`src/inc/ptb_map.vh`:
```
// Register map and constants for the pattern self-test and loopback control block
`ifndef PTB_MAP_VH
`define PTB_MAP_VH
// Register byte offsets
`define PTB_OFS_CTRL     12'h000
`define PTB_OFS_IRQ_STAT 12'h004
`define PTB_OFS_IRQ_EN   12'h008
`define PTB_OFS_IRQ_CLR  12'h00c
`define PTB_OFS_ERRCNT   12'h010
// Control register fields
`define PTB_B_WRAP       14
`define PTB_B_KIND       13
`define PTB_B_GEN_EN     12
`define PTB_B_LOCKED     11
`define PTB_B_LOST       10
`define PTB_B_GEN_ST     9
`define PTB_B_LINE_OUT   6
`define PTB_LB_HI        5
`define PTB_LB_LO        2
// Fixed bits 8:7 read as binary 10, bits 1:0 writable spare
`define PTB_RSV_87       2'h2
`define PTB_CTRL_RW_MASK 16'h7047
// Loopback codes
`define PTB_LB_NORMAL    4'h0
`define PTB_LB_PCS       4'h1
`define PTB_LB_ANALOG    4'h2
`define PTB_LB_REVERSE   4'h4
`define PTB_LB_RESERVED  4'h8
// Interrupt event bits
`define PTB_IRQ_WRAP     0
`define PTB_IRQ_LOST     1
`define PTB_IRQ_DONE     2
`define PTB_IRQ_W        3
// Pattern generator
`define PTB_SEED         15'h7fff
`define PTB_CONST_BYTE   8'h55
`define PTB_LOCK_RUN     4'h8
`define PTB_LOSE_RUN     4'h4
`endif

```
`src/hw/ptb_prbs_step.v`:
```
// PRBS-15 shift step, eight bits per call
`timescale 1ns/100ps
`default_nettype none
module ptb_prbs_step (
  // State in
  input  wire [14:0] state_in,
  // Next state and byte out
  output reg  [14:0] state_out,
  output reg  [7:0]  byte_out
);
  integer i;
  reg [14:0] s;
  reg        fb;
  // Shift eight times, x^15 + x^14 + 1
  always @* begin
    s = state_in;
    byte_out = 8'h00;
    fb = 1'b0;
    for (i = 0; i < 8; i = i + 1) begin
      fb = s[14] ^ s[13];
      byte_out[i] = fb;
      s = {s[13:0], fb};
    end
    state_out = s;
  end
endmodule // ptb_prbs_step
`default_nettype wire

```
`src/hw/ptb_ctrl.v`:
```
// Pattern self-test, error counter and loopback control with APB registers
//
// Decided for this implementation: the placing of the registers and the APB register port.
`timescale 1ns/100ps
`default_nettype none
`include "ptb_map.vh"
module ptb_ctrl #(
  parameter CNT_W   = 16,
  parameter PKT_LEN = 64
) (
  // Clock and reset
  input  wire        clk_sys,
  input  wire        rst,
  // APB slave
  input  wire        psel,
  input  wire        penable,
  input  wire        pwrite,
  input  wire [11:0] paddr,
  input  wire [31:0] pwdata,
  output reg  [31:0] prdata,
  output wire        pready,
  output wire        pslverr,
  // Transmit stream toward the line
  output reg  [7:0]  tx_data,
  output reg         tx_valid,
  output reg         tx_last,
  // Received stream for the checker
  input  wire [7:0]  rx_data,
  input  wire        rx_valid,
  // MAC-interface loopback indication from the data path
  input  wire        mac_lb_active,
  output wire        line_tx_enable,
  // Loopback selection to the data path
  output wire [3:0]  loop_sel,
  output wire        err_wrap_pulse,
  // Interrupt
  output wire        irq
);
  ////////////////////////////////////////////////////////////////////////
  // Control register bits
  reg              err_count_wrap_mode;
  reg              pattern_packet_kind;
  reg              gen_enable;
  reg  [3:0]       lb_sel;
  reg              line_out;
  reg  [1:0]       spare;
  reg              checker_locked;
  reg              checker_lost_lock;
  reg              gen_active;
  reg  [CNT_W-1:0] err_count;
  reg  [`PTB_IRQ_W-1:0] irq_stat;
  reg  [`PTB_IRQ_W-1:0] irq_en;
  reg              wrap_pulse;
  reg              done_pulse;

  wire acc     = psel & penable;
  wire wr      = acc & pwrite;
  wire rd      = acc & ~pwrite;
  wire hit_ctl = (paddr == `PTB_OFS_CTRL);
  wire mapped  = hit_ctl | (paddr == `PTB_OFS_IRQ_STAT) | (paddr == `PTB_OFS_IRQ_EN)
               | (paddr == `PTB_OFS_IRQ_CLR) | (paddr == `PTB_OFS_ERRCNT);

  // Zero wait states, unmapped addresses answer with an error
  assign pready  = 1'b1;
  assign pslverr = acc & ~mapped;

  // Writable control bits
  always @(posedge clk_sys or posedge rst) begin
    if (rst) begin
      err_count_wrap_mode <= 1'b0;
      pattern_packet_kind <= 1'b0;
      gen_enable          <= 1'b0;
      lb_sel              <= `PTB_LB_NORMAL;
      line_out            <= 1'b0;
      spare               <= 2'h0;
      irq_en              <= {`PTB_IRQ_W{1'b0}};
    end else if (wr) begin
      if (hit_ctl) begin
        err_count_wrap_mode <= pwdata[`PTB_B_WRAP];
        pattern_packet_kind <= pwdata[`PTB_B_KIND];
        gen_enable          <= pwdata[`PTB_B_GEN_EN];
        // Reserved code is refused, selection keeps its old value
        if (pwdata[`PTB_LB_HI:`PTB_LB_LO] != `PTB_LB_RESERVED)
          lb_sel <= pwdata[`PTB_LB_HI:`PTB_LB_LO];
        line_out            <= pwdata[`PTB_B_LINE_OUT];
        spare               <= pwdata[1:0];
      end
      if (paddr == `PTB_OFS_IRQ_EN)
        irq_en <= pwdata[`PTB_IRQ_W-1:0];
    end else if (done_pulse) begin
      gen_enable <= 1'b0;
    end
  end

  assign loop_sel = lb_sel;
  // Line output gated only in MAC-interface loopback, otherwise always passes
  assign line_tx_enable = mac_lb_active ? line_out : 1'b1;

  ////////////////////////////////////////////////////////////////////////
  // Packet generator
  reg  [14:0] gen_lfsr;
  reg  [15:0] gen_idx;
  wire [14:0] gen_lfsr_nx;
  wire [7:0]  gen_byte;

  ptb_prbs_step u_gen_step (
    .state_in  (gen_lfsr),
    .state_out (gen_lfsr_nx),
    .byte_out  (gen_byte)
  );

  wire gen_last = (gen_idx == PKT_LEN[15:0] - 16'h0001);

  // One byte per cycle while active; kind 0 ends after one packet
  always @(posedge clk_sys or posedge rst) begin
    if (rst) begin
      gen_lfsr   <= `PTB_SEED;
      gen_idx    <= 16'h0000;
      gen_active <= 1'b0;
      tx_data    <= 8'h00;
      tx_valid   <= 1'b0;
      tx_last    <= 1'b0;
      done_pulse <= 1'b0;
    end else begin
      done_pulse <= 1'b0;
      tx_valid   <= 1'b0;
      tx_last    <= 1'b0;
      if (!gen_enable || done_pulse) begin
        gen_active <= 1'b0;
        gen_idx    <= 16'h0000;
        gen_lfsr   <= `PTB_SEED;
      end else begin
        gen_active <= 1'b1;
        tx_valid   <= 1'b1;
        tx_last    <= gen_last;
        if (pattern_packet_kind) begin
          tx_data  <= gen_byte;
          gen_lfsr <= gen_lfsr_nx;
        end else begin
          tx_data  <= `PTB_CONST_BYTE;
        end
        if (gen_last) begin
          gen_idx <= 16'h0000;
          if (!pattern_packet_kind)
            done_pulse <= 1'b1;
        end else begin
          gen_idx <= gen_idx + 16'h0001;
        end
      end
    end
  end

  ////////////////////////////////////////////////////////////////////////
  // Pattern checker: self-synchronising on received bytes
  reg  [14:0] chk_lfsr;
  reg  [3:0]  good_run;
  reg  [3:0]  bad_run;
  wire [14:0] chk_lfsr_nx;
  wire [7:0]  chk_byte;

  ptb_prbs_step u_chk_step (
    .state_in  (chk_lfsr),
    .state_out (chk_lfsr_nx),
    .byte_out  (chk_byte)
  );

  // The step leaves its newest byte mirrored in the low state bits, so a
  // received byte is mirrored before it seeds the state; without this the
  // checker would follow a different sequence and never lock
  function [7:0] rev8;
    input [7:0] b;
    integer j;
    begin
      for (j = 0; j < 8; j = j + 1)
        rev8[j] = b[7-j];
    end
  endfunction

  wire chk_run  = pattern_packet_kind & rx_valid;
  wire byte_ok  = (chk_byte == rx_data);
  wire cnt_max  = &err_count;
  wire drop     = checker_locked & !byte_ok & (bad_run == `PTB_LOSE_RUN - 4'h1);
  wire read_ctl = rd & hit_ctl;

  // Lock after a run of good bytes, lose after a run of bad ones
  always @(posedge clk_sys or posedge rst) begin
    if (rst) begin
      chk_lfsr          <= `PTB_SEED;
      good_run          <= 4'h0;
      bad_run           <= 4'h0;
      checker_locked    <= 1'b0;
      checker_lost_lock <= 1'b0;
      err_count         <= {CNT_W{1'b0}};
      wrap_pulse        <= 1'b0;
    end else begin
      wrap_pulse <= 1'b0;
      // Set wins over the read clear; stays while sync is still lost
      if (drop)
        checker_lost_lock <= 1'b1;
      else if (read_ctl && checker_locked)
        checker_lost_lock <= 1'b0;
      if (!pattern_packet_kind) begin
        checker_locked <= 1'b0;
        good_run       <= 4'h0;
        bad_run        <= 4'h0;
      end else if (chk_run) begin
        if (!checker_locked) begin
          // Reload from received bits until the stream is followed
          chk_lfsr <= {chk_lfsr_nx[14:8], rev8(rx_data)};
          good_run <= byte_ok ? good_run + 4'h1 : 4'h0;
          if (byte_ok && good_run == `PTB_LOCK_RUN - 4'h1)
            checker_locked <= 1'b1;
        end else begin
          chk_lfsr <= chk_lfsr_nx;
          bad_run  <= byte_ok ? 4'h0 : bad_run + 4'h1;
          if (drop) begin
            checker_locked <= 1'b0;
            good_run       <= 4'h0;
            bad_run        <= 4'h0;
          end
          if (!byte_ok) begin
            if (!cnt_max)
              err_count <= err_count + {{(CNT_W-1){1'b0}}, 1'b1};
            else if (err_count_wrap_mode) begin
              err_count  <= {CNT_W{1'b0}};
              wrap_pulse <= 1'b1;
            end                                          // held at max
          end
        end
      end
    end
  end

  assign err_wrap_pulse = wrap_pulse;

  ////////////////////////////////////////////////////////////////////////
  // Interrupt status, set wins over clear
  wire [`PTB_IRQ_W-1:0] ev  = {done_pulse, drop, wrap_pulse};
  wire [`PTB_IRQ_W-1:0] clr = (wr && paddr == `PTB_OFS_IRQ_CLR) ?
                              pwdata[`PTB_IRQ_W-1:0] : {`PTB_IRQ_W{1'b0}};

  always @(posedge clk_sys or posedge rst) begin
    if (rst)
      irq_stat <= {`PTB_IRQ_W{1'b0}};
    else
      irq_stat <= (irq_stat & ~clr) | ev;
  end

  assign irq = |(irq_stat & irq_en);

  ////////////////////////////////////////////////////////////////////////
  // Read mux, registered
  wire [15:0] ctrl_rd = {1'b0, err_count_wrap_mode, pattern_packet_kind, gen_enable,
                         checker_locked, checker_lost_lock, gen_active, `PTB_RSV_87,
                         line_out, lb_sel, spare};

  always @(posedge clk_sys or posedge rst) begin
    if (rst) begin
      prdata <= 32'h0000_0000;
    end else if (psel && !penable && !pwrite) begin
      case (paddr)
        `PTB_OFS_CTRL:     prdata <= {16'h0000, ctrl_rd};
        `PTB_OFS_IRQ_STAT: prdata <= {{(32-`PTB_IRQ_W){1'b0}}, irq_stat};
        `PTB_OFS_IRQ_EN:   prdata <= {{(32-`PTB_IRQ_W){1'b0}}, irq_en};
        `PTB_OFS_ERRCNT:   prdata <= {{(32-CNT_W){1'b0}}, err_count};
        default:           prdata <= 32'h0000_0000;
      endcase
    end
  end
endmodule // ptb_ctrl
`default_nettype wire

```
`config.mk`:
```
export PLATFORM = sky130hd
export DESIGN_NAME = ptb_ctrl
export DESIGN_NICKNAME = d
export VERILOG_FILES = /design/src/hw/ptb_prbs_step.v /design/src/hw/ptb_ctrl.v
export VERILOG_INCLUDE_DIRS = /design/src /design/src/inc
export SDC_FILE = /design/constraint.sdc
export NUM_CORES = 1
export LEC_CHECK = 0
export BUFFER_PORTS_ARGS = -buffer_cell sky130_fd_sc_hd__buf_2
export CAP_MARGIN = 20
export CORE_MARGIN = 2
export CORE_UTILIZATION = 60
export DETAILED_ROUTE_END_ITERATION = 16
export PLACE_DENSITY = 0.83
export SLEW_MARGIN = 10
export SYNTH_ARGS = -nofsm -noshare
export SYNTH_HDL_FRONTEND = slang
export SYNTH_SLANG_ARGS = --single-unit
```
`constraint.sdc`:
```
create_clock -name clk_sys -period 9.3 [get_ports clk_sys]
set_input_delay 1.86 -clock clk_sys [delete_from_list [all_inputs] [get_ports clk_sys]]
set_output_delay 1.86 -clock clk_sys [all_outputs]
set_load 0.03 [all_outputs]
```
==> impl_metrics.csv, run 1 <==
group,metric,value,unit
logic_synthesis,yosys_warnings,0,
cts,clk_pin_slew,0.06,ns
logic_synthesis,synth.distinct_cells,54,
critical_path,path_delay_family,"simple AND/OR/NAND/NOR gates",
critical_path,r2r-end,"err_count[3]",
critical_path,r2r_cells,5,
logic_synthesis,synth_top_area_share,36.0,%
logic_synthesis,yosysMostFrequentCell,"dfrtp_1",
power,power_density,168,nW/um2
cts,cts_hold_buf,0,
sta,rsz0062_at_grt,"false",
logic_synthesis,synth-seq-cells,116,
global_routing,grtUsageTotal,25.5,%
floorplan,die_h,104,um
sta,slew_headroom,28.2,%
logic_synthesis,synth_commonest_cells,"86 x dfrtp_1, 84 x nand2_1, 54 x o21ai_0",
critical_path,arrival,3.03,ns
power,peakVddDrop,0.000122,V
global_routing,grtUsageMet1,30.9,%
final_layout,final_cells,795,
global_routing,grt_max_degree,69,
cts,cts_tree,"built",
sta,tightest_slew,1.08,ns
cts,numClockSinks,116,
min_path,hold_class,"reg2reg",
floorplan,fp.coreArea,9730,um2
sta,skew,0.0162,ns
critical_path,r2r-start,"chk_lfsr[7]",
cts,clockRootBuffer,"clkbuf_8",
sta,finalCritPeriodShare,52.5,%
global_routing,grt.busiest_layer,"met2",
cts,clk_path_buf_depth,2,
place,dpl.cell_count,763,
drt,vias,4620,
run_status,status,"finished clean",
critical_path,path_max_fanout,9,
cts,postCtsSetupRepairBufs,0,
logic_synthesis,syn_area,5980,um2
drt,wl,12900,um
drt,drc,0,
drt,first_iter_violations,445,
global_routing,antenna_found_initial,0,
critical_path,critPathCaptureType,"output port",
global_routing,met3_usage,7.83,%
cts,post_cts_resize_count,0,
final_layout,antennaDiodeCount,0,
logic_synthesis,synthFlopType,"dfrtp_1",
min_path,min_path_cells,2,
sta,setup_viol,0,
sta,period_minus_slack,4.89,ns
sta,max_freq,205,MHz
critical_path,max_stage_delay,0.39,ns
logic_synthesis,avgSynthCellArea,10.1,um2
critical_path,start_kind,"primary input",
global_routing,first_global_vias,4635,
sta,hold_viol,0,
drt,dr.pass1.iters,6,
critical_path,critPathBufInv,2,
floorplan,die_w,104,um
sta,postLayoutSetupSlackWorst,4.41,ns
place,hpwl,8640,um
power,p_leak,3.06,nW
final_layout,drive_gt1_share,23.6,%
final_layout,fin_nets,712,
place,place.gp.congestion,0.868,
place,io_buffers,70,
critical_path,path_class,"in2out",
cts,numCtsBuffers,17,
cts,ctsHtreeMaxLevel,4,
global_routing,grt_use_met2,42.7,%
floorplan,dieArea,10800,um2
logic_synthesis,yosysTopAreaCell,"dfrtp_1",
sta,tns,0,ns
logic_synthesis,synth_cells,595,
critical_path,crit_slowest_cell,"and3_1",
floorplan,num_rows,36,
critical_path,cp_cell_sequence,"buf_2 > nor4_1 > and3_1 > a21oi_1 > buf_2",
critical_path,cp.required,7.44,ns
min_path,holdPathEnd,"prdata[13]",
drt,wl_per_cell,16.3,um
global_routing,grt_pass1_wl,22000,um
floorplan,io_pins,110,
global_routing,overflow,0,
cts,clock_latency,0.53,ns
flow_run,drv_cap,0,
drt,vias_per_cell,5.81,
drt,drt.antenna.violating_nets,0,
logic_synthesis,synth_edf_count,0,
final_layout,final_core_util,70.1,%
floorplan,start_util,61.5,%
logic_synthesis,ys_seq_area_share,49.1,%
critical_path,cp_common_cell,"buf_2",
final_layout,area_growth,14.0,%
logic_synthesis,ys_async_sr_fraction,100,%
sta,maxSlewViolCount,0,
min_path,hold_start,"prdata[13]",
logic_synthesis,synth.area.top_cells,"dfrtp_1 36%, dfstp_2 13%, nand2_1 5.3%",
critical_path,regToRegSetupSlack,7.15,ns
place,preCtsSetupSlack,4.45,ns
## cell usage in the layout (no fill, tap or decap), types with 10 or more instances in the layout
cell / count
a22oi_1: 16
and3_1: 12
buf_2: 70
clkbuf_16: 16
conb_1: 17
dfrtp_1: 86
dfstp_2: 30
mux2_2: 16
nand2_1: 84
nand3_1: 30
nor2_1: 36
nor3_1: 10
o21ai_0: 54
xnor2_1: 24
xor2_1: 13
## worst max-delay path by stage
stage	start	end	slack, ns	cells after the start
after floorplan	rst	bad_run[0]	4.42	1
after global placement	paddr[10]	pslverr	4.54	5
after detailed placement	paddr[10]	pslverr	4.45	5
after CTS	paddr[10]	pslverr	4.43	5
after global routing	paddr[10]	pslverr	4.38	5
final	paddr[10]	pslverr	4.41	5
## power breakdown
part | internal (mW) | total [mW] | switching (mW)
sequential | 0.507 | 0.508 | 0.000636
clock | 0.367 | 0.596 | 0.229
combinational | 0.0105 | 0.0444 | 0.0340
total | 0.884 | 1.15 | 0.264
## through the flow
stage                     total power, mW  instance area (um2)  hold slack (ns)
after floorplan                     0.550                 6040            0.440
after global placement              0.558                 6270            0.458
after detailed placement            0.560                 6270            0.462
after CTS                            1.16                 6820            0.478
after global routing                 1.19                 6820            0.505
final                                1.15                 6820            0.470
## worst reg2reg max path: cells and delay by family, from the launching register on
| kind | cells | cell delay [ns] |
|---|---|---|
| xor+xnor | 1 | 0.46 |
| flops | 1 | 0.59 |
| compound gates | 2 | 0.49 |
| simple gates | 2 | 0.47 |
## registers in the layout (all words and copies together) (netlist names)
register / count
checker_locked: 1
tx_last: 1
err_count: 16
gen_lfsr: 15
err_count_wrap_mode: 1
gen_active: 1
gen_idx: 16
tx_data: 8
irq_stat: 3
gen_enable: 1
irq_en: 3
bad_run: 4
err_wrap_pulse: 1
checker_lost_lock: 1
prdata: 16
pattern_packet_kind: 1
done_pulse: 1
good_run: 4
loop_sel: 4
spare: 2
line_out: 1
chk_lfsr: 15
## kinds of logic (layout without fill, tap and decap cells)
| family | Yosys count | in the layout | synth area share, % |
|---|---|---|---|
| AND/OR/NAND/NOR | 232 | 232 | 19.6 |
| flip-flops | 116 | 116 | 49.1 |
| AO/OA/AOI/OAI | 111 | 111 | 11.9 |
| buffers and inverters | 62 | 114 | 5.79 |
| XOR/XNOR | 45 | 45 | 8.45 |
| multiplexers | 23 | 23 | 4.18 |
| adder cells (fa/ha/maj) | 4 | 4 | 0.836 |
| other | 2 | 17 | 0.125 |
## metal layers
metal	vias to the layer above	part of all wire (%)
li1	2160	-
met1	2287	41
met2	151	52
met3	22	6.1
met4	0	1.6
met5	-	0
## cell type report
| type | count | area [um2] |
|---|---|---|
| inverters | 10 | 40.0 |
| clock inverters | 12 | 109 |
| clock buffers | 20 | 445 |
| fillers | 732 | 2910 |
| well taps | 133 | 166 |
| repair buffers | 72 | 365 |
| multi-input cells | 432 | 2750 |
| flip-flops and latches | 116 | 2940 |
(Power assumes the default switching activity.)
==> inputs of run 2 (changes only) <==
- CORE_UTILIZATION: 60 -> 56
- PLACE_DENSITY: 0.83 -> 0.78
- clock period: 9.3 -> 4.7 ns (I/O delays scaled with it)
==> impl_metrics.csv, run 2 (synthesized netlist as in run 1, its figures left out) <==
group,metric,value,unit
drt,dr.pass1.iters,5,
drt,wl,12900,um
floorplan,die_h,107,um
final_layout,reg.largest.list,"err_count: 16 flops, gen_idx: 16 flops, prdata: 16 flops",
drt,wl_per_cell,16.0,um
floorplan,dieArea,11500,um2
sta,slew_headroom,34.4,%
final_layout,layout_common_cells,"86 x dfrtp_1, 84 x nand2_1, 70 x buf_2, 54 x o21ai_0, 36 x nor2_1",
cts,numCtsBuffers,17,
critical_path,r2r-end,"err_count[3]",
floorplan,num_rows,37,
drt,drt.antenna.violating_nets,0,
final_layout,fillers,802,
min_path,hold_class,"in2async",
sta,hold_viol,0,
cts,clk_path_buf_depth,2,
sta,tns,0,ns
critical_path,critPathCaptureType,"output port",
floorplan,die_w,107,um
cts,ctsHtreeMaxLevel,4,
final_layout,regArea,2940,um2
critical_path,path_max_fanout,9,
sta,max_freq,333,MHz
sta,rsz0062_at_grt,"false",
floorplan,io_pins,110,
drt,vias,4546,
cts,postCtsSetupRepairBufs,0,
power,power_density,346,nW/um2
power,p_total,2.38,mW
global_routing,overflow,0,
floorplan,fp.coreArea,10400,um2
final_layout,fin_nets,714,
cts,cts_hold_buf,0,
global_routing,grtUsageMet1,30.6,%
global_routing,met3_usage,6.96,%
critical_path,arrival,2.07,ns
global_routing,grt_use_met2,40.1,%
sta,maxSlewViolCount,0,
sta,finalCritPeriodShare,64.0,%
critical_path,path_class,"in2out",
global_routing,first_global_vias,4536,
global_routing,grt.busiest_layer,"met2",
critical_path,r2r_cells,5,
power,peakVddDrop,0.000278,V
place,place.gp.congestion,0.837,
cts,post_cts_resize_count,0,
cts,numClockSinks,116,
global_routing,grtUsageTotal,24.2,%
place,hpwl,8520,um
final_layout,final_common_cell,"dfrtp_1",
sta,period_minus_slack,3.01,ns
final_layout,drive_gt1_share,23.5,%
sta,setup_viol,0,
critical_path,cp.required,3.76,ns
cts,clock_latency,0.51,ns
drt,first_iter_violations,354,
power,p_leak,3.10,nW
drt,vias_per_cell,5.66,
sta,tightest_slew,0.983,ns
cts,cts_tree,"built",
final_layout,multi_input_area,2750,um2
run_status,status,"finished clean",
flow_run,drv_cap,0,
global_routing,grt_max_degree,50,
cts,clockRootBuffer,"clkbuf_8",
critical_path,regToRegSetupSlack,2.56,ns
place,io_buffers,70,
sta,skew,0.00738,ns
cts,clk_pin_slew,0.06,ns
final_layout,area_growth,15.1,%
global_routing,grt_pass1_wl,21900,um
floorplan,start_util,57.7,%
drt,drc,0,
global_routing,antenna_found_initial,2,
critical_path,r2r-start,"chk_lfsr[7]",
critical_path,start_kind,"primary input",
sta,fin_hold_ws,0.445,ns
==> run 2: worst max-delay path: stages <==
cell and delay, ns:
buf_2 0.10, nor4_1 0.33, and3_1 0.39, a21oi_1 0.11
buf_2 0.19
==> run 2: power breakdown <==
part	internal (mW)	switching [mW]	leakage, nW	total (mW)
Combinational	0.0212	0.0667	1.33	0.0880
Sequential	1.00	0.00119	1.48	1.00
Clock	0.847	0.444	0.284	1.29
==> run 2: stage by stage <==
step,std cells,utilization (%),cell area [um2],worst slack (ns)
6_report,803,66.4,6890,1.69
5_1_grt,801,66.4,6880,1.63
4_1_cts,800,66.3,6880,1.71
3_5_place_dp,768,60.6,6280,1.71
3_3_place_gp,768,60.6,6280,1.77
2_1_floorplan,610,-,6040,0.737
==> run 2: worst max path at each step <==
stage	startpoint	end	slack (ns)
final	paddr[10]	pslverr	1.69
after detailed placement	paddr[10]	pslverr	1.71
after global routing	paddr[10]	pslverr	1.63
after global placement	paddr[10]	pslverr	1.77
after floorplan	rst	bad_run[0]	0.74
after CTS	paddr[10]	pslverr	1.71
==> run 2: layout make-up <==
type	count	area share (%)
antenna	3	0.109
clock buffer	23	6.78
clock inverter	9	1.85
inverter	10	0.581
multi-input combinational	432	40.0
sequential	116	42.7
tap	136	2.47
timing repair buffer	74	5.52
==> run 2: per-layer routing <==
metal  routed length [um]  vias to the layer above
li1                     -                     2172
met1                 5420                     2216
met2                 6520                      136
met3                  720                       22
met4                  205                        0
met5                    0                        -
==> inputs of run 3 (changes only) <==
- CORE_UTILIZATION: 56 -> 51
- PLACE_DENSITY: 0.78 -> 0.75
- clock period: 4.7 -> 2.45 ns (I/O delays scaled with it)
==> impl_metrics.csv, run 3 (synthesized netlist as in run 1, its figures left out) <==
group,metric,value,unit
cts,numCtsBuffers,17,
power,p_int,3.72,mW
final_layout,area_growth,16.9,%
floorplan,io_pins,110,
drt,drc,0,
power,netSwitchingFraction,20.8,%
sta,setup_viol,0,
sta,slew_headroom,48.2,%
drt,wl_per_cell,15.7,um
sta,maxSlewViolCount,0,
place,preCtsSetupSlack,0.155,ns
cts,ctsHtreeMaxLevel,4,
place,hpwl,8770,um
critical_path,cp.required,2.74,ns
floorplan,num_rows,39,
critical_path,path_max_fanout,22,
sta,tightest_slew,0.775,ns
cts,clock_latency,0.42,ns
power,comb_power_share,3.7,%
place,placed_cell_area,6370,um2
global_routing,overflow,0,
power,seq_power_share,41.0,%
sta,rsz0062_at_grt,"false",
place,dpl.cell_count,782,
global_routing,grt_pass1_wl,22100,um
global_routing,antenna_found_initial,1,
power,p_total,4.70,mW
critical_path,crit_slowest_cell,"dfstp_2",
drt,dr.pass1.iters,5,
critical_path,start_kind,"flop",
min_path,hold_class,"in2async",
cts,numClockSinks,116,
run_status,status,"finished clean",
critical_path,critPathCaptureType,"flop",
critical_path,max_stage_delay,0.60,ns
sta,max_freq,454,MHz
flow_run,drv_cap,0,
cts,postCtsSetupRepairBufs,0,
floorplan,die_w,112,um
final_layout,fin_nets,721,
power,peakVddDrop,0.000432,V
cts,clk_pin_slew,0.06,ns
final_layout,layout_common_cells,"86 x dfrtp_1, 84 x nand2_1, 70 x buf_2, 54 x o21ai_0, 36 x nor2_1",
floorplan,dieArea,12600,um2
global_routing,grt_max_degree,55,
critical_path,arrival,2.49,ns
cts,cts_hold_buf,0,
critical_path,critPathBufInv,1,
cts,clockRootBuffer,"clkbuf_16",
sta,fin_hold_ws,0.144,ns
final_layout,final_common_cell,"dfrtp_1",
critical_path,path_class,"reg2reg",
place,place.gp.congestion,0.805,
power,power_density,671,nW/um2
final_layout,final_cells,816,
cts,post_cts_resize_count,0,
final_layout,final_core_util,61.3,%
sta,tns,0,ns
global_routing,grtUsageTotal,21.7,%
final_layout,drive_gt1_share,24.3,%
cts,cts_tree,"built",
global_routing,first_global_vias,4643,
sta,period_minus_slack,2.20,ns
sta,skew,0.0134,ns
sta,finalCritPeriodShare,89.8,%
sta,hold_viol,0,
critical_path,path_delay_family,"compound AO/OA/AOI/OAI gates",
place,io_buffers,70,
power,p_leak,3.15,nW
drt,drt.antenna.violating_nets,0,
critical_path,cp_cell_sequence,"xnor3_1 > nand4_2 > o21ai_4 > buf_4 > nor2_1 > a22o_1",
floorplan,die_h,112,um
cts,clk_path_buf_depth,2,
drt,vias_per_cell,5.55,
final_layout,reg.largest.list,"err_count: 16 flops, gen_idx: 16 flops, prdata: 16 flops",
floorplan,fp.coreArea,11400,um2
power,clockPowerShare,55.3,%
drt,wl,12800,um
floorplan,start_util,52.4,%
power,switchingPower,978,uW
drt,vias,4532,
drt,first_iter_violations,309,
final_layout,final_area,7000,um2
sta,postLayoutSetupSlackWorst,0.249,ns
-- run 3: layout make-up --
type,instances,area (um2)
Antenna cell,2,5.00
Clock inverter,10,155
Multi-Input combinational cell,432,2750
Sequential cell,116,2940
Clock buffer,22,464
Fill cell,961,4420
Inverter,10,41.3
Timing Repair Buffer,81,458
Tap cell,143,179
-- run 3: final timing paths --
kind / start / slack (ns) / endpoint / cells past startpoint
min in group clk_sys: pwdata[12] / 0.30 / gen_enable / 3
max in group asynchronous: rst / 1.64 / err_count[1] / 3
worst max-delay path: chk_lfsr[12] / 0.25 / bad_run[1] / 6
worst max register to register: chk_lfsr[12] / 0.25 / bad_run[1] / 6
worst min register to register: chk_lfsr[4] / 0.47 / chk_lfsr[4] / 2
worst min-delay path: rst / 0.14 / good_run[1] / 2
-- run 3: power by group through the flow --
stage / Clock, mW / Combinational [mW] / Sequential (mW)
CTS: 2.63 / 0.176 / 1.93
global route: 2.70 / 0.193 / 1.93
detailed placement: 0 / 0.175 / 1.96
global placement: 0 / 0.171 / 1.96
floorplan: 0 / 0.125 / 1.96
finish: 2.60 / 0.173 / 1.93
-- run 3: routing by layer --
metal  vias up  share of wire (%)  track usage (%)
met5         -                  0                0
met4         0                1.3             7.56
li1       2181                  -                -
met2       140                 51             36.3
met3        21                6.7             6.05
met1      2190                 41             27.3
